`config.mk`:
```
export PLATFORM = sky130hd
export DESIGN_NAME = high_speed_timer_core
export DESIGN_NICKNAME = d
export VERILOG_FILES = /design/src/placeholder_none.sv /design/src/high_speed_timer_pkg.sv /design/src/compare_if.sv /design/src/compare_channel.sv /design/src/high_speed_timer_core.sv /design/src/sync_stage.sv
export SDC_FILE = /design/constraint.sdc
export NUM_CORES = 1
export LEC_CHECK = 0
export BUFFER_PORTS_ARGS = -buffer_cell sky130_fd_sc_hd__buf_2
export CAP_MARGIN = 5
export CORE_MARGIN = 3
export CORE_UTILIZATION = 55
export DETAILED_ROUTE_END_ITERATION = 7
export GPL_TIMING_DRIVEN = 0
export PLACE_DENSITY = 0.72
export SLEW_MARGIN = 10
export SYNTH_ARGS = -nofsm -noshare
export SYNTH_HDL_FRONTEND = slang
export SYNTH_SLANG_ARGS = --single-unit
export TNS_END_PERCENT = 5
```
`constraint.sdc`:
```
create_clock -name CLOCK -period 4.35 [get_ports CLOCK]
set_input_delay 0.87 -clock CLOCK [delete_from_list [all_inputs] [get_ports CLOCK]]
set_output_delay 0.87 -clock CLOCK [all_outputs]
set_load 0.01 [all_outputs]
```
`src/placeholder_none.sv`:
```
// Empty unit kept for compile ordering
`timescale 1ns/100ps
`default_nettype none
`default_nettype wire

```
`src/high_speed_timer_pkg.sv`:
```
// Constants, offsets and reset values of the high speed timer core
// Function
// - Ten-bit counter acts as eight-bit when upper bits are written zero.
// - One shared high-bits buffer carries upper bits over the byte bus.
// - Reading a wide register's low byte loads its upper bits into the buffer.
// - Enhanced mode compares bits 10:1 of the eleven-bit A, B, D values with the counter.
// - Compares A, B, D each drive their own pin and match flag.
// - Compare C holds TOP; counter clears on matching it.
// - Five maskable interrupt sources; fault flag and enable sit in control D.
// - Asynchronous mode counts on the fast clock behind a sync boundary.
// - Written values pass sync stages before they affect counting.
// - Control and compare registers read back new value right after write, except control D bit 6, which reads the fault flag.
// - Counter, buffer and match/overflow flags read back through sync delay.
// - Signal BOTTOM when the counter is zero.
// - Counter value 0x3FF is the maximum.
// - TOP resets to 0x0FF and is the highest count value.
// - Clock select zero stops counting; counter stays accessible.
// - Counter write beats clear and count in the same timer clock.
package high_speed_timer_pkg;
   localparam int ADDR_W = 4;
   localparam int DATA_W = 8;
   localparam int CNT_W = 10;
   localparam int CMP_W = 11;
   localparam int HIGH_W = 3;
   localparam int PRESC_W = 15;
   // Register offsets
   localparam logic [3:0] OFS_COUNT = 4'h0;
   localparam logic [3:0] OFS_HIGH = 4'h1;
   localparam logic [3:0] OFS_CMP_A = 4'h2;
   localparam logic [3:0] OFS_CMP_B = 4'h3;
   localparam logic [3:0] OFS_TOP = 4'h4;
   localparam logic [3:0] OFS_CMP_D = 4'h5;
   localparam logic [3:0] OFS_FLAGS = 4'h6;
   localparam logic [3:0] OFS_MASKS = 4'h7;
   localparam logic [3:0] OFS_CTRL_A = 4'h8;
   localparam logic [3:0] OFS_CTRL_B = 4'h9;
   localparam logic [3:0] OFS_CTRL_C = 4'hA;
   localparam logic [3:0] OFS_CTRL_D = 4'hB;
   // Field positions
   localparam int FLAG_OVF = 0;
   localparam int FLAG_A = 1;
   localparam int FLAG_B = 2;
   localparam int FLAG_D = 3;
   localparam int CTRL_A_ENH = 0;
   localparam int CTRL_B_ASYNC = 7;
   localparam int CTRL_D_FAULT_FLAG = 6;
   localparam int CTRL_D_FAULT_EN = 7;
   // Values
   localparam logic [9:0] TOP_RESET = 10'h0FF;
   localparam logic [9:0] MAX_VALUE = 10'h3FF;
   localparam logic [9:0] BOTTOM_VALUE = 10'h000;
   localparam logic [3:0] CS_STOP = 4'h0;
   localparam logic [3:0] CS_DIV1 = 4'h1;
   localparam int CLOCK_PERIOD_NS = 20;
   localparam int FAST_CLOCK_MAX_MHZ = 64;
endpackage

```
`src/compare_if.sv`:
```
// Carrier between the timer core and one compare channel
`timescale 1ns/100ps
`default_nettype none
interface compare_if;
   logic [10:0] value;
   logic enhanced;
   logic [9:0] count;
   logic tick;
   logic blocked;
   logic match_event;
   logic wave;
   modport core (output value, output enhanced, output count, output tick, output blocked,
      input match_event, input wave);
   modport channel (input value, input enhanced, input count, input tick, input blocked,
      output match_event, output wave);
endinterface
`default_nettype wire

```
`src/compare_channel.sv`:
```
// One compare channel: match detect, match event and waveform
`timescale 1ns/100ps
`default_nettype none
module compare_channel (
   input wire logic clk,
   input wire logic rst_n,
   compare_if.channel cif
);
   logic [9:0] eff_value;
   logic hit;
   logic hit_q;
   logic wave_q;

   // Enhanced mode drops the extra low bit from the match compare
   always_comb begin
      eff_value = cif.enhanced ? cif.value[10:1] : cif.value[9:0];
      hit = (cif.count == eff_value) && !cif.blocked;
   end

   // Match seen on a tick, event on the following tick
   always_ff @(posedge clk or negedge rst_n) begin
      if (!rst_n) begin
         hit_q <= 1'b0;
      end else if (cif.tick) begin
         hit_q <= hit;
      end
   end

   // Output high from BOTTOM until the match
   always_ff @(posedge clk or negedge rst_n) begin
      if (!rst_n) begin
         wave_q <= 1'b0;
      end else if (cif.tick) begin
         if (hit) begin
            wave_q <= 1'b0;
         end else if (cif.count == high_speed_timer_pkg::BOTTOM_VALUE) begin
            wave_q <= 1'b1;
         end
      end
   end

   assign cif.match_event = cif.tick && hit_q;
   assign cif.wave = wave_q;
endmodule
`default_nettype wire

```
`src/high_speed_timer_core.sv`:
```
// Top of the high speed timer core with byte register port
`timescale 1ns/100ps
`default_nettype none
module high_speed_timer_core (
   input wire logic CLOCK,
   input wire logic RESETN,
   input wire logic FAST_CLOCK,
   input wire logic FAULT_IN,
   input wire logic [3:0] ADDR,
   input wire logic [7:0] WDATA,
   input wire logic WSTROBE,
   input wire logic RSTROBE,
   output logic [7:0] RDATA,
   output logic IRQ,
   output logic WAVE_A,
   output logic WAVE_B,
   output logic WAVE_D,
   output logic BOTTOM
);
   // CPU side registers
   logic [2:0] hbuf_q;
   logic [10:0] ca_q;
   logic [10:0] cb_q;
   logic [10:0] cd_q;
   logic [9:0] top_q;
   logic [3:0] flags_q;
   logic [7:0] masks_q;
   logic [7:0] ctrl_a_q;
   logic [7:0] ctrl_b_q;
   logic [7:0] ctrl_c_q;
   logic [7:0] ctrl_d_q;
   logic fault_flag_q;
   logic cw_req_q;
   logic [9:0] cw_data_q;
   logic [7:0] rd_d;
   logic irq_d;
   logic wr_low;
   logic [7:0] wr_data;
   // Counting side
   logic [48:0] cfg_cpu;
   logic [48:0] cfg_s;
   logic [10:0] cw_s;
   logic cw_we;
   logic [9:0] cw_data;
   logic enh_s;
   logic async_s;
   logic [3:0] cs_s;
   logic [9:0] top_s;
   logic [10:0] ca_s;
   logic [10:0] cb_s;
   logic [10:0] cd_s;
   logic [9:0] cnt_q;
   logic [9:0] cnt_d;
   logic block_q;
   logic [14:0] presc_q;
   logic [14:0] presc_mask;
   logic src_tick;
   logic tick;
   logic wrap;
   logic ovf_event;
   logic [9:0] cnt_rd;
   logic [3:0] flags_rd;
   logic [2:0] hbuf_rd;
   // Pin synchronisers
   logic fclk_s1_q;
   logic fclk_s2_q;
   logic fclk_s3_q;
   logic fclk_lvl_q;
   logic fast_rise;
   logic flt_s1_q;
   logic flt_s2_q;
   logic flt_s3_q;
   logic flt_lvl_q;
   logic fault_rise;

   compare_if cif_a();
   compare_if cif_b();
   compare_if cif_d();

   // Three flops on each pin; a change counts once stages two and three agree
   always_ff @(posedge CLOCK or negedge RESETN) begin
      if (!RESETN) begin
         fclk_s1_q <= 1'b0;
         fclk_s2_q <= 1'b0;
         fclk_s3_q <= 1'b0;
         fclk_lvl_q <= 1'b0;
         flt_s1_q <= 1'b0;
         flt_s2_q <= 1'b0;
         flt_s3_q <= 1'b0;
         flt_lvl_q <= 1'b0;
      end else begin
         fclk_s1_q <= FAST_CLOCK;
         fclk_s2_q <= fclk_s1_q;
         fclk_s3_q <= fclk_s2_q;
         flt_s1_q <= FAULT_IN;
         flt_s2_q <= flt_s1_q;
         flt_s3_q <= flt_s2_q;
         if (fclk_s2_q == fclk_s3_q) begin
            fclk_lvl_q <= fclk_s3_q;
         end
         if (flt_s2_q == flt_s3_q) begin
            flt_lvl_q <= flt_s3_q;
         end
      end
   end

   assign fast_rise = (fclk_s2_q == fclk_s3_q) && fclk_s3_q && !fclk_lvl_q;
   assign fault_rise = (flt_s2_q == flt_s3_q) && flt_s3_q && !flt_lvl_q;

   // Low byte write joins the shared upper bits
   assign wr_low = WSTROBE;
   assign wr_data = WDATA;

   // Wide registers and shared buffer
   always_ff @(posedge CLOCK or negedge RESETN) begin
      if (!RESETN) begin
         hbuf_q <= 3'h0;
         ca_q <= 11'h000;
         cb_q <= 11'h000;
         cd_q <= 11'h000;
         top_q <= high_speed_timer_pkg::TOP_RESET;
         cw_data_q <= 10'h000;
      end else if (wr_low) begin
         case (ADDR)
            high_speed_timer_pkg::OFS_HIGH: hbuf_q <= wr_data[2:0];
            high_speed_timer_pkg::OFS_COUNT: cw_data_q <= {hbuf_q[1:0], wr_data};
            high_speed_timer_pkg::OFS_CMP_A: ca_q <= {hbuf_q, wr_data};
            high_speed_timer_pkg::OFS_CMP_B: cb_q <= {hbuf_q, wr_data};
            high_speed_timer_pkg::OFS_CMP_D: cd_q <= {hbuf_q, wr_data};
            high_speed_timer_pkg::OFS_TOP: top_q <= {hbuf_q[1:0], wr_data};
            default: hbuf_q <= hbuf_q;
         endcase
      end else if (RSTROBE) begin
         case (ADDR)
            high_speed_timer_pkg::OFS_COUNT: hbuf_q <= {1'b0, cnt_rd[9:8]};
            high_speed_timer_pkg::OFS_CMP_A: hbuf_q <= ca_q[10:8];
            high_speed_timer_pkg::OFS_CMP_B: hbuf_q <= cb_q[10:8];
            high_speed_timer_pkg::OFS_CMP_D: hbuf_q <= cd_q[10:8];
            high_speed_timer_pkg::OFS_TOP: hbuf_q <= {1'b0, top_q[9:8]};
            default: hbuf_q <= hbuf_q;
         endcase
      end
   end

   // Counter write request, one cycle
   always_ff @(posedge CLOCK or negedge RESETN) begin
      if (!RESETN) begin
         cw_req_q <= 1'b0;
      end else begin
         cw_req_q <= WSTROBE && (ADDR == high_speed_timer_pkg::OFS_COUNT);
      end
   end

   // Control registers
   always_ff @(posedge CLOCK or negedge RESETN) begin
      if (!RESETN) begin
         ctrl_a_q <= 8'h00;
         ctrl_b_q <= 8'h00;
         ctrl_c_q <= 8'h00;
         ctrl_d_q <= 8'h00;
         masks_q <= 8'h00;
      end else if (WSTROBE) begin
         case (ADDR)
            high_speed_timer_pkg::OFS_CTRL_A: ctrl_a_q <= WDATA;
            high_speed_timer_pkg::OFS_CTRL_B: ctrl_b_q <= WDATA;
            high_speed_timer_pkg::OFS_CTRL_C: ctrl_c_q <= WDATA;
            high_speed_timer_pkg::OFS_CTRL_D: ctrl_d_q <= WDATA;
            high_speed_timer_pkg::OFS_MASKS: masks_q <= {4'h0, WDATA[3:0]};
            default: masks_q <= masks_q;
         endcase
      end
   end

   // Sticky flags, write one to clear, a set in the same cycle wins
   always_ff @(posedge CLOCK or negedge RESETN) begin
      if (!RESETN) begin
         flags_q <= 4'h0;
         fault_flag_q <= 1'b0;
      end else begin
         if (WSTROBE && (ADDR == high_speed_timer_pkg::OFS_FLAGS)) begin
            flags_q <= (flags_q & ~WDATA[3:0]) |
               {cif_d.match_event, cif_b.match_event, cif_a.match_event, ovf_event};
         end else begin
            flags_q <= flags_q |
               {cif_d.match_event, cif_b.match_event, cif_a.match_event, ovf_event};
         end
         if (WSTROBE && (ADDR == high_speed_timer_pkg::OFS_CTRL_D)) begin
            fault_flag_q <= (fault_flag_q & ~WDATA[high_speed_timer_pkg::CTRL_D_FAULT_FLAG])
               | fault_rise;
         end else begin
            fault_flag_q <= fault_flag_q | fault_rise;
         end
      end
   end

   // Interrupt from unmasked flags and the fault source
   always_comb begin
      irq_d = |(flags_q & masks_q[3:0]) |
         (fault_flag_q & ctrl_d_q[high_speed_timer_pkg::CTRL_D_FAULT_EN]);
   end

   // Read data: config at once, counter, buffer and flags delayed
   always_comb begin
      rd_d = 8'h00;
      if (RSTROBE) begin
         case (ADDR)
            high_speed_timer_pkg::OFS_COUNT: rd_d = cnt_rd[7:0];
            high_speed_timer_pkg::OFS_HIGH: rd_d = {5'h00, hbuf_rd};
            high_speed_timer_pkg::OFS_CMP_A: rd_d = ca_q[7:0];
            high_speed_timer_pkg::OFS_CMP_B: rd_d = cb_q[7:0];
            high_speed_timer_pkg::OFS_TOP: rd_d = top_q[7:0];
            high_speed_timer_pkg::OFS_CMP_D: rd_d = cd_q[7:0];
            high_speed_timer_pkg::OFS_FLAGS: rd_d = {4'h0, flags_rd};
            high_speed_timer_pkg::OFS_MASKS: rd_d = masks_q;
            high_speed_timer_pkg::OFS_CTRL_A: rd_d = ctrl_a_q;
            high_speed_timer_pkg::OFS_CTRL_B: rd_d = ctrl_b_q;
            high_speed_timer_pkg::OFS_CTRL_C: rd_d = ctrl_c_q;
            high_speed_timer_pkg::OFS_CTRL_D: rd_d = {ctrl_d_q[7], fault_flag_q, ctrl_d_q[5:0]};
            default: rd_d = 8'h00;
         endcase
      end
   end

   // Registered outputs toward the CPU
   always_ff @(posedge CLOCK or negedge RESETN) begin
      if (!RESETN) begin
         RDATA <= 8'h00;
         IRQ <= 1'b0;
      end else begin
         RDATA <= rd_d;
         IRQ <= irq_d;
      end
   end

   // Written values cross into the counting side
   assign cfg_cpu = {ctrl_a_q[high_speed_timer_pkg::CTRL_A_ENH],
      ctrl_b_q[high_speed_timer_pkg::CTRL_B_ASYNC], ctrl_b_q[3:0], top_q, ca_q, cb_q, cd_q};
   sync_stage #(.WIDTH(49)) u_cfg_sync (.clk(CLOCK), .rst_n(RESETN), .din(cfg_cpu),
      .dout(cfg_s));
   sync_stage #(.WIDTH(11)) u_cw_sync (.clk(CLOCK), .rst_n(RESETN),
      .din({cw_req_q, cw_data_q}), .dout(cw_s));
   assign {enh_s, async_s, cs_s, top_s, ca_s, cb_s, cd_s} = cfg_s;
   assign {cw_we, cw_data} = cw_s;

   // Values read back through the output stages
   sync_stage #(.WIDTH(17)) u_rd_sync (.clk(CLOCK), .rst_n(RESETN),
      .din({cnt_q, flags_q, hbuf_q}), .dout({cnt_rd, flags_rd, hbuf_rd}));

   // Timer clock source and prescaler
   always_comb begin
      src_tick = async_s ? fast_rise : 1'b1;
      presc_mask = (15'h0001 << (cs_s - high_speed_timer_pkg::CS_DIV1)) - 15'h0001;
      tick = (cs_s != high_speed_timer_pkg::CS_STOP) && src_tick &&
         ((presc_q & presc_mask) == presc_mask);
   end

   // Prescaler runs only while a source is selected
   always_ff @(posedge CLOCK or negedge RESETN) begin
      if (!RESETN) begin
         presc_q <= 15'h0000;
      end else if (cs_s == high_speed_timer_pkg::CS_STOP) begin
         presc_q <= 15'h0000;
      end else if (src_tick) begin
         presc_q <= presc_q + 15'h0001;
      end
   end

   // Next counter value: write first, then clear at TOP or MAX, then count
   always_comb begin
      wrap = (cnt_q == top_s) || (cnt_q == high_speed_timer_pkg::MAX_VALUE);
      cnt_d = cnt_q;
      if (cw_we) begin
         cnt_d = cw_data;
      end else if (tick && wrap) begin
         cnt_d = high_speed_timer_pkg::BOTTOM_VALUE;
      end else if (tick) begin
         cnt_d = cnt_q + 10'h001;
      end
   end

   assign ovf_event = tick && !cw_we && wrap;

   // Counter, match blocking after a write, and BOTTOM
   always_ff @(posedge CLOCK or negedge RESETN) begin
      if (!RESETN) begin
         cnt_q <= high_speed_timer_pkg::BOTTOM_VALUE;
         block_q <= 1'b0;
         BOTTOM <= 1'b1;
      end else begin
         cnt_q <= cnt_d;
         if (cw_we) begin
            block_q <= 1'b1;
         end else if (tick) begin
            block_q <= 1'b0;
         end
         BOTTOM <= (cnt_d == high_speed_timer_pkg::BOTTOM_VALUE);
      end
   end

   // Compare channels A, B and D
   assign cif_a.value = ca_s;
   assign cif_b.value = cb_s;
   assign cif_d.value = cd_s;
   assign cif_a.enhanced = enh_s;
   assign cif_b.enhanced = enh_s;
   assign cif_d.enhanced = enh_s;
   assign cif_a.count = cnt_q;
   assign cif_b.count = cnt_q;
   assign cif_d.count = cnt_q;
   assign cif_a.tick = tick && !cw_we;
   assign cif_b.tick = tick && !cw_we;
   assign cif_d.tick = tick && !cw_we;
   assign cif_a.blocked = block_q;
   assign cif_b.blocked = block_q;
   assign cif_d.blocked = block_q;
   compare_channel u_ch_a (.clk(CLOCK), .rst_n(RESETN), .cif(cif_a));
   compare_channel u_ch_b (.clk(CLOCK), .rst_n(RESETN), .cif(cif_b));
   compare_channel u_ch_d (.clk(CLOCK), .rst_n(RESETN), .cif(cif_d));
   assign WAVE_A = cif_a.wave;
   assign WAVE_B = cif_b.wave;
   assign WAVE_D = cif_d.wave;
endmodule
`default_nettype wire

```
`src/sync_stage.sv`:
```
// Two register stages between the CPU side and the counting side
`timescale 1ns/100ps
`default_nettype none
module sync_stage #(parameter int WIDTH = 1) (
   input wire logic clk,
   input wire logic rst_n,
   input wire logic [WIDTH-1:0] din,
   output logic [WIDTH-1:0] dout
);
   logic [WIDTH-1:0] stage_q;

   // First stage feeds only the second
   always_ff @(posedge clk or negedge rst_n) begin
      if (!rst_n) begin
         stage_q <= '0;
         dout <= '0;
      end else begin
         stage_q <= din;
         dout <= stage_q;
      end
   end
endmodule
`default_nettype wire

```
# Word level (Yosys, flattened, before mapping)
# Index checks and enable logic that the tools add are counted.
totals:
  ff_bits: 302
  latch_bits: 0
  mem_bits_rw: 0
  rom_bits: 0
  in_bits: 18
  output_inout_bits: 13
  wordCells: 150
  mem_count: 0
op_classes:
  addsub: 4
  mul: 0
  div_mod_pow: 0
  n_lt_le_gt_ge: 0
  eq_ne: 20
  n_shift: 1
  muxes: 23
  bitwise_logic: 12
  n_reduce_logical: 50
ops:
  columns: ["operator", "n"]
  rows:
  - ["one-hot mux 8 bit (12 select lines)", 1]
  - ["2-to-1 mux 10 bit", 6]
  - ["== test 10 bit", 4]
  - ["2-to-1 mux 15 bit", 2]
  - ["AND reduction 2 bit", 13]
  - ["logical NOT 10 bit", 2]
  - ["logical AND 1 bit", 18]
  - ["== test 4 x 3 -> 1 bit (second input constant)", 4]
  - ["== test 4 bit (second input constant)", 4]
  - ["adder 15 x 1 -> 15 bit (second input constant)", 1]
  - ["AND 15 bit", 1]
  - ["== test 15 bit", 1]
  - ["one-hot mux 3 bit (5 select lines)", 1]
  - ["<< shifter 1 x 4 -> 15 bit (first input constant)", 1]
  - ["subtractor 15 x 1 -> 15 bit (second input constant)", 1]
  - ["nonzero test 2 bit", 6]
  - ["adder 10 x 1 -> 10 bit (second input constant)", 1]
  - ["== test 10 bit (second input constant)", 1]
  - ["2-to-1 mux 3 bit", 3]
  - ["AND 4 bit", 2]
  - ["== test 4 x 2 -> 1 bit (second input constant)", 2]
  - ["logical NOT 4 bit", 2]
  - ["2-to-1 mux 1 bit", 8]
  - ["2-to-1 mux 8 bit", 1]
  - ["16 further kinds", 24]

# Longest topological paths before layout
# Gate-level depths: netlist of the first run.
logic_depth:
  word_depth: 10
  mapped_depth: 15
  depth_no_buf: 11

# Modules after synthesis
# A second synthesis of the first run with hierarchy kept.
hier_totals:
  cells_unflattened: 960
  area_unflattened_um2: 12169.2
by_module_without_submodules:
  columns: ["module", "n_inst", "cells_per_inst", "area_each_um2", "seq_area_each_um2"]
  rows:
  - ["high_speed_timer_core", 1, 680, 7264.5, 3539.6]
  - ["sync_stage (u_cfg_sync)", 1, 98, 2452.4, 2452.4]
  - ["compare_channel", 3, 42, 350.3, 50.0]
  - ["sync_stage (u_rd_sync)", 1, 34, 850.8, 850.8]
  - ["sync_stage (u_cw_sync)", 1, 22, 550.5, 550.5]

# Worst setup path before layout of the first run
# OpenSTA, ideal clock, no wires.
synth_timing:
  kind: "register to register"
  startpoint: "reg u_cfg_sync.dout[46]"
  endpoint: "reg BOTTOM"
  setup_ns: 0.079
  arrival_time_ns: 3.414
  required_time_ns: 4.271
  path_slack_ns: 0.857
  stages_incl_launch_ff: 16
  n_path_buf: 4
  period_less_slack_ns: 3.493
  path_cell_list: "dfrtp_1 buf_6 clkbuf_1 nor3_1 nand2_1 ha_1 clkbuf_1 nor3b_1 o21ai_0 o2111ai_1 or4_1 buf_2 or4_1 a31oi_2 a2111oi_2 and4b_1"
synth_between:
  elab_chain_len: 10
  elab_cells_between_ends: 13
  classes_between: "add/sub: 2; eq/ne: 1; shift: 1; mux: 3; bitwise: 1; reduce/logical: 5"
synth_rtl:
  columns: ["element", "line_no", "rtl"]
  rows:
  - ["start: declaration", "sync_stage.sv:8", "output logic [WIDTH-1:0] dout"]
  - ["start signal: assignment", "sync_stage.sv:19", "dout <= stage_q;"]
  - ["subtractor 4 x 1 -> 4 bit", "high_speed_timer_core.sv:252", "presc_mask = (15'h0001 << (cs_s - high_speed_timer_pkg::CS_DIV1)) - 15'h0001;"]
  - ["<< shifter 1 x 4 -> 15 bit", "high_speed_timer_core.sv:252", null]
  - ["subtractor 15 x 1 -> 15 bit", "high_speed_timer_core.sv:252", null]
  - ["AND 15 bit", "high_speed_timer_core.sv:254", "((presc_q & presc_mask) == presc_mask);"]
  - ["== test 15 bit", "high_speed_timer_core.sv:254", null]
  - ["logical AND 1 bit *", "high_speed_timer_core.sv:253", "tick = (cs_s != high_speed_timer_pkg::CS_STOP) && src_tick &&"]
  - ["2-to-1 mux 10 bit / logical AND 1 bit (equally long branches)", "high_speed_timer_core.sv:276, high_speed_timer_core.sv:274", null]
  - ["2-to-1 mux 10 bit *", "high_speed_timer_core.sv:274", "end else if (tick && wrap) begin"]
  - ["2-to-1 mux 10 bit *", "high_speed_timer_core.sv:272", "if (cw_we) begin"]
  - ["via cnt_d[1]", "high_speed_timer_core.sv:53", "logic [9:0] cnt_d;"]
  - ["logical NOT 10 bit *", "high_speed_timer_core.sv:296", "BOTTOM <= (cnt_d == high_speed_timer_pkg::BOTTOM_VALUE);"]
  - ["end signal: assignment", "high_speed_timer_core.sv:296", null]
  - ["end: declaration", "high_speed_timer_core.sv:18", "output logic BOTTOM"]
# Mark *: on every way through the listed nets, which the timed path passes. The rest lies on a longest branch.
# A chain may end at the register's enable or synchronous reset.

# Worst setup path in the final report of the first run
layout_timing:
  startpoint: "reg u_cfg_sync.dout[46]"
  endpoint: "reg BOTTOM"
layout_between:
  elab_chain_len: 10
  elab_cells_between_ends: 13
  classes_between: "add/sub: 2; eq/ne: 1; shift: 1; mux: 3; bitwise: 1; reduce/logical: 5"
layout_rtl:
  columns: ["element", "line_no"]
  rows:
  - ["subtractor 4 x 1 -> 4 bit", "high_speed_timer_core.sv:252"]
  - ["<< shifter 1 x 4 -> 15 bit", "high_speed_timer_core.sv:252"]
  - ["subtractor 15 x 1 -> 15 bit", "high_speed_timer_core.sv:252"]
  - ["AND 15 bit", "high_speed_timer_core.sv:254"]
  - ["== test 15 bit", "high_speed_timer_core.sv:254"]
  - ["logical AND 1 bit *", "high_speed_timer_core.sv:253"]
  - ["2-to-1 mux 10 bit / logical AND 1 bit (equally long branches)", "high_speed_timer_core.sv:276, high_speed_timer_core.sv:274"]
  - ["2-to-1 mux 10 bit *", "high_speed_timer_core.sv:274"]
  - ["2-to-1 mux 10 bit *", "high_speed_timer_core.sv:272"]
  - ["logical NOT 10 bit *", "high_speed_timer_core.sv:296"]
# Every way passes the cells marked *; elsewhere a longest branch is shown, timed or not.

==> results by group, run 1 <==
Clock tree
  – Root Buffer: clkbuf_16
  – CTS tree: yes
  – CTS Sinks: around 300
  – Clock slew at reported path FFs: about 0.060 ns
  – H-tree levels: 1
  – Clock Latency Late Sink: 0.57 ns
  – Clock tree buffer depth: 3
  – CTS Buf Count: 29

Outcome
  – Status: completed

Global route
  – GRT Resource Usage Total: 26.03%
  – Antenna violations before repair: 1
  – Number of global-route vias before repair: 8087
  – First-pass GRT wire length: ~48 mm
  – Largest net degree at the start of global routing: around 120
  – Grt ovf: 0

STA
  – Hold_ws: approximately 0.3 ns
  – RSZ-0062 raised after global routing: false
  – Final Hold Viols: 0
  – Fmax achieved: 244.5 MHz
  – Slew @ Worst Pin: just under 1 ns
  – Clock skew: between 0.015 and 0.02 ns
  – Worst slew margin: about a third
  – Tcrit/Tclk final: 94.02%
  – Finish-stage setup viols: 0
  – Fin. max-slew vios: 0
  – Crit path time final: 4.090 ns

Run
  – Max-Cap Viols: 0

Pwr
  – Worst vdd ir: between 0.3 and 0.4 mV
  – Pwr/cell area: about 560 nW/µm²
  – Leakage power: slightly above 6 nW

Synth
  – Yosys warnings: 0
  – Synthesized area per cell: between 10 and 15 µm²
  – Simple-Gate Fraction of Synth Area: a little over a tenth
  – XOR/XNOR Fraction of Synth Area: 3.714%
  – Primary FF master, synth: dfrtp_1
  – #FFs+latches synth: roughly 300
  – Synthesized Nets: 977
  – Synth Area in Compound Gates: about 8.2%
  – Synth Instances: between 900 and 1000
  – Ys async rst share: 100.0%
  – Sequential-to-total area share from yosys stat: 62.72%
  – EDFF count, synth: 0
  – Largest family of logic cells by synthesized area: multiplexers
  – Adder-Cell Fraction of Synth Area: less than 1%
  – Yosys cell types: slightly above 70
  – Post-synthesis mux area share: approximately 11%
  – Mapped Area: approximately 12000 µm²

Setup path
  – Worst Path Required: a little under 5 ns
  – CP Data Arrival Time: approximately 4.6 ns
  – Crit. End Element: flop
  – CP Max Fanout: 10
  – Critical Setup Path Class: reg -> reg
  – Startpoint Class: flop

Die
  – Die span in y: 153.9 µm
  – Die Wd: roughly 150 µm
  – Total core area: around 21000 µm²
  – Die area: 23680 µm²
  – IO Pins: 31
  – Std-Cell Rows: 53
  – Initial Util: a little under three fifths

Cells and area
  – Share of layout cells above drive strength 1: 18.44%
  – Area Growth Syn to Fin: 13.08%
  – Register area: 7543 µm²
  – Commonest non-fill, non-tap cell in the layout: dfrtp_1
  – Most frequent cells in the layout: dfrtp_1, nand2_1, mux2_2, nor2_1, clkbuf_1
  – Fillers: around 1600
  – N_diodes: 0
  – Area of the multi-input gates: between 4000 and 5000 µm²
  – Layout Nets: 1043
  – Design area: roughly 14000 µm²

Route
  – DRT Pass-1 Iters: 6
  – Residual DRC count: 0
  – Via/cell ratio: 5.934
  – Per-cell routed wire length: ~23 µm
  – 1st-iter DRT viols: approximately 680
  – Final Routed Wirelength: between 30 and 40 mm
  – Vias: a little under 8000
  – Antenna Violating Nets Remaining: 0

Min path
  – Worst hold path class: in -> async

Place
  – Area after DPL: about 13000 µm²
  – IO Port Bufs: 28
  – Gpl congestion: between 0.9 and 1
  – Detailed Place HPWL: a little over 20 mm
per-stage QoR:
step | cells | setup slack, ns | utilization, % | TNS [ns] | total power, mW
after floorplan | 953 | 0.8569 | - | 0 | 4.574
after global placement | 1256 | -2.857 | 58.96 | -838.34 | 5.031
after detailed placement | 1258 | 0.1800 | 59.26 | 0 | 5.081
after CTS | 1311 | 0.1587 | 63.84 | 0 | 7.671
after global routing | 1316 | 0.02296 | 64.09 | 0 | 7.992
final | 1316 | 0.2600 | 64.09 | 0 | 7.650
critical path, stage by stage (launching register included):
cell and delay (ns):
dfrtp_1 0.40, buf_6 0.15, clkbuf_1 0.21, nor3_1 0.28
nand2_1 0.10, ha_1 0.24, clkbuf_2 0.21, nor2b_1 0.21
a2111oi_0 0.42, o311ai_1 0.21, a21o_1 0.18, clkbuf_1 0.24
o31ai_1 0.38, o31ai_1 0.17, a2111oi_2 0.38, and4b_1 0.24
power by group:
group	switching [mW]	internal, mW	total [mW]	leakage, nW
combinational	0.708	0.578	1.29	1.84
clock	1.08	1.48	2.56	0.477
sequential	0.420	3.38	3.80	3.77
total	2.21	5.44	7.65	6.09
final cells by class:
class / instances / area share [%]
timing repair buffer: 36 / 1.840
inverter: 17 / 0.4692
sequential: 301 / 55.47
multi-input combinational: 580 / 30.90
clock buffer: 39 / 5.907
clock inverter: 14 / 1.242
buffer: 54 / 1.638
tap: 275 / 2.530
sequential cells by signal, summed over array words and instances (netlist names), 15 cells and up:
| register | count |
|---|---|
| u_cfg_sync.dout | 49 |
| u_cfg_sync.stage_q | 49 |
| u_rd_sync.dout | 17 |
| u_rd_sync.stage_q | 17 |
| presc_q | 15 |
what timing repair did:
| item | CTS | global route |
|---|---|---|
| setup buffers | 0 | 6 |
| hold buffers | 0 | 0 |
| resized for setup | 0 | 3 |
| endpoints found under the setup margin | 0 | 6 |
routing by layer:
metal,wire length [µm],GRT usage (%)
met1,12980,36.31
met2,14000,40.99
met3,1803,5.460
met4,1231,9.504
met5,13,0
synth_stat cells (4+ instances only):
master	number	area [µm²]
nand2_1	81	304.0
a21oi_1	24	120.1
a21o_1	5	37.54
mux2_2	78	878.3
inv_1	15	56.30
nor4_1	10	62.56
nand4_1	11	68.82
xor2_1	11	96.34
or3_1	5	31.28
nand3_1	12	60.06
o31ai_1	11	82.58
mux2i_1	42	420.4
a31oi_1	11	68.82
buf_1	7	26.28
nor2_1	61	229.0
clkbuf_1	42	157.7
xnor2_1	40	350.3
nand2b_1	10	62.56
dfstp_2	9	236.5
nor3b_1	8	60.06
a22oi_1	5	37.54
ha_1	6	75.07
a32oi_1	7	61.31
o21ai_0	30	150.1
a222oi_1	6	60.06
dfrtp_1	292	7307
nor3_1	11	55.05
and3_1	9	56.30
a22o_1	9	78.83
nor2b_1	15	93.84
and2_1	4	25.02
logic make-up after synthesis:
family | Yosys count
DFF | 301
and+or+nand+nor | 259
AOI/OAI and AO/OA | 141
muxes | 123
buffers and inverters | 72
xor gates and xnor gates | 51
adders and majority gates | 6
final timing paths:
path	startpoint	end	slack [ns]	cells after the start
worst max-delay path	u_cfg_sync.dout[46]	BOTTOM	0.26	15
worst min-delay path	RESETN	presc_q[10]	0.30	1
worst max register to register	u_cfg_sync.dout[46]	BOTTOM	0.26	15
worst min register to register	u_cfg_sync.stage_q[28]	u_cfg_sync.dout[28]	0.34	0
max in group asynchronous	RESETN	top_q[1]	3.05	2
min in group CLOCK	u_cfg_sync.stage_q[28]	u_cfg_sync.dout[28]	0.34	0
Note: power is estimated with default switching activity, not from simulation.
==> run 2: changes to the inputs <==
--- a/config.mk
+++ b/config.mk
@@ -5,6 +5,7 @@
 export SDC_FILE = /design/constraint.sdc
 export NUM_CORES = 1
 export LEC_CHECK = 0
+export ABC_AREA = 1
 export BUFFER_PORTS_ARGS = -buffer_cell sky130_fd_sc_hd__buf_2
 export CAP_MARGIN = 5
 export CORE_MARGIN = 3
==> results by group, run 2 <==
Outcome
  – Status: completed

Synth
  – Synth Instances: 1155 (+21%)
  – Mapped Area: 11650 µm² (-3.1%)
  – Synthesized Nets: 1179 (+21%)
  – Synthesized area per cell: 10.09 µm² (-20%)
  – Yosys warnings: 0 (unchanged)
  – Most frequent cell after synthesis: nand2_1
  – Primary FF master, synth: dfrtp_1
  – EDFF count, synth: 0 (unchanged)
  – Sequential-to-total area share from yosys stat: 64.73% (+2.0 points)
  – Post-synth top area share: 62.70% (+1.9 points)
  – Largest cells by area after synthesis: dfrtp_1, nand2_1, o21ai_0, inv_1, dfstp_2
  – #FFs+latches synth: 301 (unchanged)
  – Largest area contributor in the synthesized netlist: dfrtp_1
  – Ys async rst share: 100.0% (unchanged)
  – Top cells by count, synth: nand2_1, dfrtp_1, o21ai_0
  – Yosys cell types: 48 (-32%)

Pwr
  – Switching power: 2.237 mW (+1.3%)
  – Leakage power: 6.405 nW (+5.2%)
  – Sequential share of power: 49.2% (-0.5 points)
  – Cell Int Power: 5.331 mW (-2.0%)
  – Clock network fraction of total power: 35.1% (+1.6 points)
  – Logic pwr share: 15.7% (-1.1 points)
  – Pwr/cell area: 570.4 nW/µm² (+1.4%)
  – Worst vdd ir: 0.3444 mV (-8.4%)
  – Net Sw Frac: 29.56% (+0.69 points)

Cells and area
  – Commonest non-fill, non-tap cell in the layout: nand2_1
  – Area Growth Syn to Fin: 13.85%
  – Design area: 13270 µm² (-2.4%)
  – Most frequent cells in the layout: nand2_1, dfrtp_1, o21ai_0, inv_1, nor2_1
  – Fillers: 1610 (-0.98%)
  – Share of layout cells above drive strength 1: 9.742% (-8.7 points)
  – Largest regs: u_cfg_sync.dout (49), u_cfg_sync.stage_q (49)
  – N_diodes: 0 (unchanged)
  – Layout Nets: 1243 (+19%)

Die
  – Total core area: 20490 µm² (-3.4%)
  – Die area: 22970 µm² (-3.0%)
  – Std-Cell Rows: 52 (-1.9%)
  – Initial Util: 56.86% (+0.19 points)
  – Die Wd: 151.6 µm (-1.5%)
  – IO Pins: 31 (unchanged)
  – Die span in y: 151.6 µm (-1.5%)

Route
  – Via/cell ratio: 5.562 (-6.3%)
  – Antenna Violating Nets Remaining: 0 (unchanged)
  – Residual DRC count: 0 (unchanged)
  – Final Routed Wirelength: 28.16 mm (-6.2%)
  – Vias: 8409 (+7.7%)
  – 1st-iter DRT viols: 755 (+12%)
  – Per-cell routed wire length: 18.62 µm (-18%)
  – DRT Pass-1 Iters: 5 (-1)

Clock tree
  – Clock slew at reported path FFs: 0.06 ns (about the same)
  – Post-CTS Setup Bufs: 0 (unchanged)
  – Hold Buf Count CTS: 0 (unchanged)
  – CTS Sinks: 301 (unchanged)
  – CTS tree: yes
  – CTS resizes: 0 (unchanged)
  – Clock Latency Late Sink: 0.56 ns (about the same)
  – Root Buffer: clkbuf_16
  – Clock tree buffer depth: 3 (unchanged)
  – CTS Buf Count: 29 (unchanged)
  – H-tree levels: 1 (unchanged)

STA
  – Final Hold Viols: 0 (unchanged)
  – Clock skew: 0.01224 ns (-0.006089 ns)
  – Setup TNS: 0 ns (unchanged)
  – Worst slew margin: 50.58% (+16 points)
  – Tcrit/Tclk final: 72.53% (-21 points)
  – Fmax achieved: 316.9 MHz (+30%)
  – Finish-stage setup viols: 0 (unchanged)
  – Fin. max-slew vios: 0 (unchanged)
  – Crit path time final: 3.155 ns (-0.9348 ns)
  – Slew @ Worst Pin: 0.7351 ns (-0.2376 ns)
  – RSZ-0062 raised after global routing: false

Setup path
  – CP Max Fanout: 8 (-2)
  – CP Data Arrival Time: 3.63 ns (-0.95 ns)
  – Critical Setup Path Class: reg -> reg
  – Worst Path Required: 4.83 ns (about the same)
  – Crit. End Element: flop
  – Startpoint Class: flop

Global route
  – GRT Resource Usage Total: 25.93% (-0.10 points)
  – Antenna violations before repair: 0 (-1)
  – First-pass GRT wire length: 45.48 mm (-4.6%)
  – Grt ovf: 0 (unchanged)
  – Number of global-route vias before repair: 8256 (+2.1%)
  – Largest net degree at the start of global routing: 90 (-24%)

Min path
  – Worst hold path class: in -> async

Place
  – IO Port Bufs: 30 (+7.1%)
  – Detailed Place HPWL: 19.74 mm (-4.9%)
  – Area after DPL: 12230 µm² (-2.7%)
  – Gpl congestion: 0.9405 (-2.2%)

Run
  – Max-Cap Viols: 0 (unchanged)
run 2: cell types whose count changed after synthesis, moves of 17 or more:
cell	change
mux2i_1	-38
nand2_1	+218
xnor2_1	-37
nand3_1	+20
a221oi_1	+17
o21ai_0	+106
inv_1	+83
mux2_2	-77
run 2: routing by layer:
layer / wire, µm / share of wire [%] / vias up / GRT usage (%)
met2: 12880 / 46 / 306 / 40.81
met1: 12580 / 45 / 4088 / 38.00
met3: 1572 / 5.6 / 75 / 2.945
li1: - / - / 3940 / -
met5: 0 / 0 / - / 0
met4: 1127 / 4.0 / 0 / 9.164
run 2: path summary, 6_finish.rpt:
path                                  startpoint            endpoint  slack [ns]  depth (start not counted)
max                          u_cfg_sync.dout[46]        u_ch_a.hit_q        1.19                         16
min reg2reg                u_cfg_sync.stage_q[0]  u_cfg_sync.dout[0]        0.35                          0
min in group CLOCK         u_cfg_sync.stage_q[0]  u_cfg_sync.dout[0]        0.35                          0
max reg2reg                  u_cfg_sync.dout[46]        u_ch_a.hit_q        1.19                         16
min                                       RESETN          presc_q[4]        0.26                          1
max in group asynchronous                 RESETN            top_q[5]        3.24                          2
run 2: layout make-up:
type	count	area, µm²	share of cell area (%)
plain buffers	42	168.9	1.273
clock buffers	39	843.3	6.356
clock inverters	15	190.2	1.433
inverters	105	394.1	2.971
multi-input cells	707	3547	26.74
flip-flops and latches	301	7543	56.86
well taps	270	337.8	2.546
repair buffers	33	242.7	1.830
run 2: cells by family (layout without fill, tap and decap cells):
kind of cell,after synthesis,count (layout),synth area share [%]
simple gates,454,454,16.45
flops,301,301,64.73
compound gates,217,217,11.03
fa+ha+maj,6,6,0.6442
mux,5,5,0.4402
buf+inv,147,234,4.831
xor+xnor,25,25,1.879
run 2: power groups by stage:
stage	sequential, mW	combinational [mW]	clock (mW)
6_report	3.72	1.18	2.66
5_1_grt	3.78	1.35	2.81
4_1_cts	3.72	1.18	2.69
3_5_place_dp	3.75	1.17	0
3_3_place_gp	3.74	1.13	0
2_1_floorplan	3.61	0.826	0
run 2: stage by stage:
step	instances	util (%)	hold slack (ns)	power, mW	setup WS [ns]
floorplan	1155	-	0.3312	4.439	1.873
global placement	1455	59.24	0.3316	4.869	-2.890
detailed placement	1458	59.69	0.3347	4.922	1.220
CTS	1512	64.74	0.2678	7.590	1.208
global route	1512	64.74	0.2949	7.947	0.9304
finish	1512	64.74	0.2611	7.568	1.195
run 2: critical path, stage by stage, from the launching register on:
cell	delay (ns)
dfrtp_1	0.36
buf_2	0.18
nor2_4	0.21
nand2_1	0.10
ha_1	0.26
inv_1	0.12
nand2_1	0.06
nand3_1	0.06
nand2_1	0.05
nor2_1	0.12
nand3_1	0.12
nor3_4	0.29
nand3_2	0.20
nor2_2	0.37
inv_1	0.24
nor2_1	0.20
o21bai_1	0.13
==> run 3: changes to the inputs <==
--- a/config.mk
+++ b/config.mk
@@ -12,7 +12,7 @@
 export CORE_UTILIZATION = 55
 export DETAILED_ROUTE_END_ITERATION = 7
 export GPL_TIMING_DRIVEN = 0
-export PLACE_DENSITY = 0.72
+export PLACE_DENSITY = 0.74
 export SLEW_MARGIN = 10
 export SYNTH_ARGS = -nofsm -noshare
 export SYNTH_HDL_FRONTEND = slang
==> constraint.sdc (replaced) <==
create_clock -name CLOCK -period 2.6 [get_ports CLOCK]
set_input_delay 0.52 -clock CLOCK [delete_from_list [all_inputs] [get_ports CLOCK]]
set_output_delay 0.52 -clock CLOCK [all_outputs]
set_load 0.01 [all_outputs]
==> results by group, run 3 (same netlist as run 2, synthesis figures left out) <==
Outcome
  – Status: finished with violations
  – Failing checks: hold timing, setup timing

Setup path
  – CP bufs+invs: 1 (-2)
  – Startpoint Class: flop
  – Crit. End Element: flop
  – Max incr delay on CP: 0.43 ns (+0.06 ns)
  – Critical Setup Path Class: reg -> reg
  – Critical-path cell list: nor2_4 > nand3_2 > ha_4 > nor2_2 > a21oi_2 > nand3_1 > nor2_1 > nand3_1 > nor3_4 > nand3_4 > buf_4 > nand2_1 > nand2_1 > nand2_1 > nand2_1 > nor2_1 > nand3_1 > nor2_1
  – CP Data Arrival Time: 3.12 ns (-0.51 ns)
  – Worst Path Required: 3.06 ns (-1.77 ns)
  – CP Max Fanout: 6 (-2)
  – Most used cell, CP: nand2_1
  – Slowest CP cell: dfrtp_2
  – CP delay by family, top: simple AND/OR/NAND/NOR gates

Global route
  – GRT Resource Usage Total: 25.80% (-0.12 points)
  – Antenna violations before repair: 1 (+1)
  – First-pass GRT wire length: 45.37 mm (-0.26%)
  – Largest net degree at the start of global routing: 123 (+37%)
  – Number of global-route vias before repair: 8219 (-0.45%)
  – Grt ovf: 0 (unchanged)

Pwr
  – Worst vdd ir: 0.5863 mV (+70%)
  – Pwr/cell area: 942.8 nW/µm² (+65%)
  – Leakage power: 6.419 nW (+0.22%)

STA
  – Crit path time final: 2.664 ns (-0.4916 ns)
  – Fmax achieved: 375.4 MHz (+18%)
  – Slew @ Worst Pin: 0.7510 ns (+0.01591 ns)
  – Hold_ws: -0.003061 ns (-0.2641 ns)
  – Finish-stage setup viols: 1 (+1)
  – Final Hold Viols: 3 (+3)
  – Fin worst setup slack: -0.06358 ns (-1.258 ns)
  – Clock skew: 0.01769 ns (+0.005450 ns)
  – Fin. max-slew vios: 0 (unchanged)
  – Worst slew margin: 49.93% (-0.64 points)
  – Tcrit/Tclk final: 102.4% (+30 points)
  – RSZ-0062 raised after global routing: true

Run
  – Max-Cap Viols: 0 (unchanged)

Cells and area
  – Area Growth Syn to Fin: 14.61%
  – Largest regs: u_cfg_sync.dout (49), u_cfg_sync.stage_q (49)
  – Layout Nets: 1250 (+0.56%)
  – Post-Layout Cell Count: 1518 (+0.40%)
  – Final core utilization: 65.17% (+0.43 points)
  – Design area: 13360 µm² (+0.67%)
  – Commonest non-fill, non-tap cell in the layout: nand2_1
  – Share of layout cells above drive strength 1: 11.94% (+2.2 points)
  – N_diodes: 0 (unchanged)
  – Most frequent cells in the layout: nand2_1, dfrtp_1, o21ai_0, inv_1, nor2_1

Route
  – Antenna Violating Nets Remaining: 0 (unchanged)
  – Via/cell ratio: 5.601 (+0.72%)
  – DRT Pass-1 Iters: 5 (unchanged)
  – Final Routed Wirelength: 28.55 mm (+1.4%)
  – 1st-iter DRT viols: 774 (+2.5%)
  – Residual DRC count: 0 (unchanged)
  – Vias: 8503 (+1.1%)
  – Per-cell routed wire length: 18.81 µm (+0.99%)

Place
  – Placed cells: 1457 (-0.069%)
  – IO Port Bufs: 30 (unchanged)
  – Detailed Place HPWL: 19.45 mm (-1.5%)
  – Area after DPL: 12210 µm² (-0.22%)
  – Gpl congestion: 0.9554 (+1.6%)

Clock tree
  – CTS tree: yes
  – CTS Buf Count: 29 (unchanged)
  – Hold Buf Count CTS: 0 (unchanged)
  – Root Buffer: clkbuf_16
  – Clock tree buffer depth: 3 (unchanged)
  – CTS Sinks: 301 (unchanged)
  – Clock slew at reported path FFs: 0.07 ns (about the same)
  – Clock Latency Late Sink: 0.54 ns (-0.02 ns)
  – H-tree levels: 1 (unchanged)

Die
  – Die Wd: 151.6 µm (unchanged)
  – Total core area: 20490 µm² (unchanged)
  – Die area: 22970 µm² (unchanged)
  – Die span in y: 151.6 µm (unchanged)
  – Std-Cell Rows: 52 (unchanged)
  – Initial Util: 56.86% (unchanged)
  – IO Pins: 31 (unchanged)

Min path
  – Worst hold path class: in -> async
[run 3: cell types whose count changed in the layout (fill, tap and decap cells not counted), sizes merged]
cell,before,now
inv,107,106
buf,39,47
clkinv,8,9
clkbuf,75,73
[run 3: final cells by class]
cell class	count	area, µm²
Fill cell	1593	7138
Clock inverter	15	162.7
Tap cell	270	337.8
Timing Repair Buffer	43	305.3
Buffer	39	155.1
Multi-Input combinational cell	707	3635
Sequential cell	301	7547
Clock buffer	38	819.5
Inverter	105	394.1
[run 3: routing by layer]
metal,vias to the layer above,GRT usage [%],share of wire [%]
li1,3953,-,-
met1,4175,36.64,43
met2,309,41.34,47
met3,66,4.283,6.7
met4,0,8.221,3.1
met5,-,0,0
[run 3: what timing repair did]
| action | in CTS | in global routing |
|---|---|---|
| buffers inserted | 7 | 3 |
| cloned | 1 | 0 |
| endpoints found under the setup margin | 22 | 23 |
| endpoints found under the hold margin | 0 | 0 |
| pin swaps | 12 | 14 |
| resized for setup | 21 | 16 |
[run 3: power by group]
part	switching (mW)	leakage, nW	internal [mW]
combinational	1.35	2.11	0.718
clock	1.76	0.487	2.52
sequential	0.600	3.82	5.65
total	3.71	6.42	8.88
[run 3: metrics by stage]
step                setup TNS [ns]  power (mW)  setup WS [ns]
floorplan                        0       7.427         0.1233
finish                    -0.06358       12.59       -0.06358
global route               -0.9314       13.21        -0.2216
global placement          -1252.47       8.135         -4.226
CTS                        -0.3370       12.61        -0.1442
detailed placement          -5.083       8.230        -0.4525
[run 3: path summary, 6_finish.rpt]
kind	startpoint	end	slack (ns)	cells after the start
worst max-delay path	u_cfg_sync.dout[46]	BOTTOM	-0.06	18
worst min-delay path	RESETN	presc_q[3]	-0.003	1
worst max register to register	u_cfg_sync.dout[46]	BOTTOM	-0.06	18
worst min register to register	u_cw_sync.stage_q[7]	u_cw_sync.dout[7]	0.35	0
max in group asynchronous	RESETN	top_q[6]	1.17	3
min in group CLOCK	FAULT_IN	flt_s1_q	0.08	1
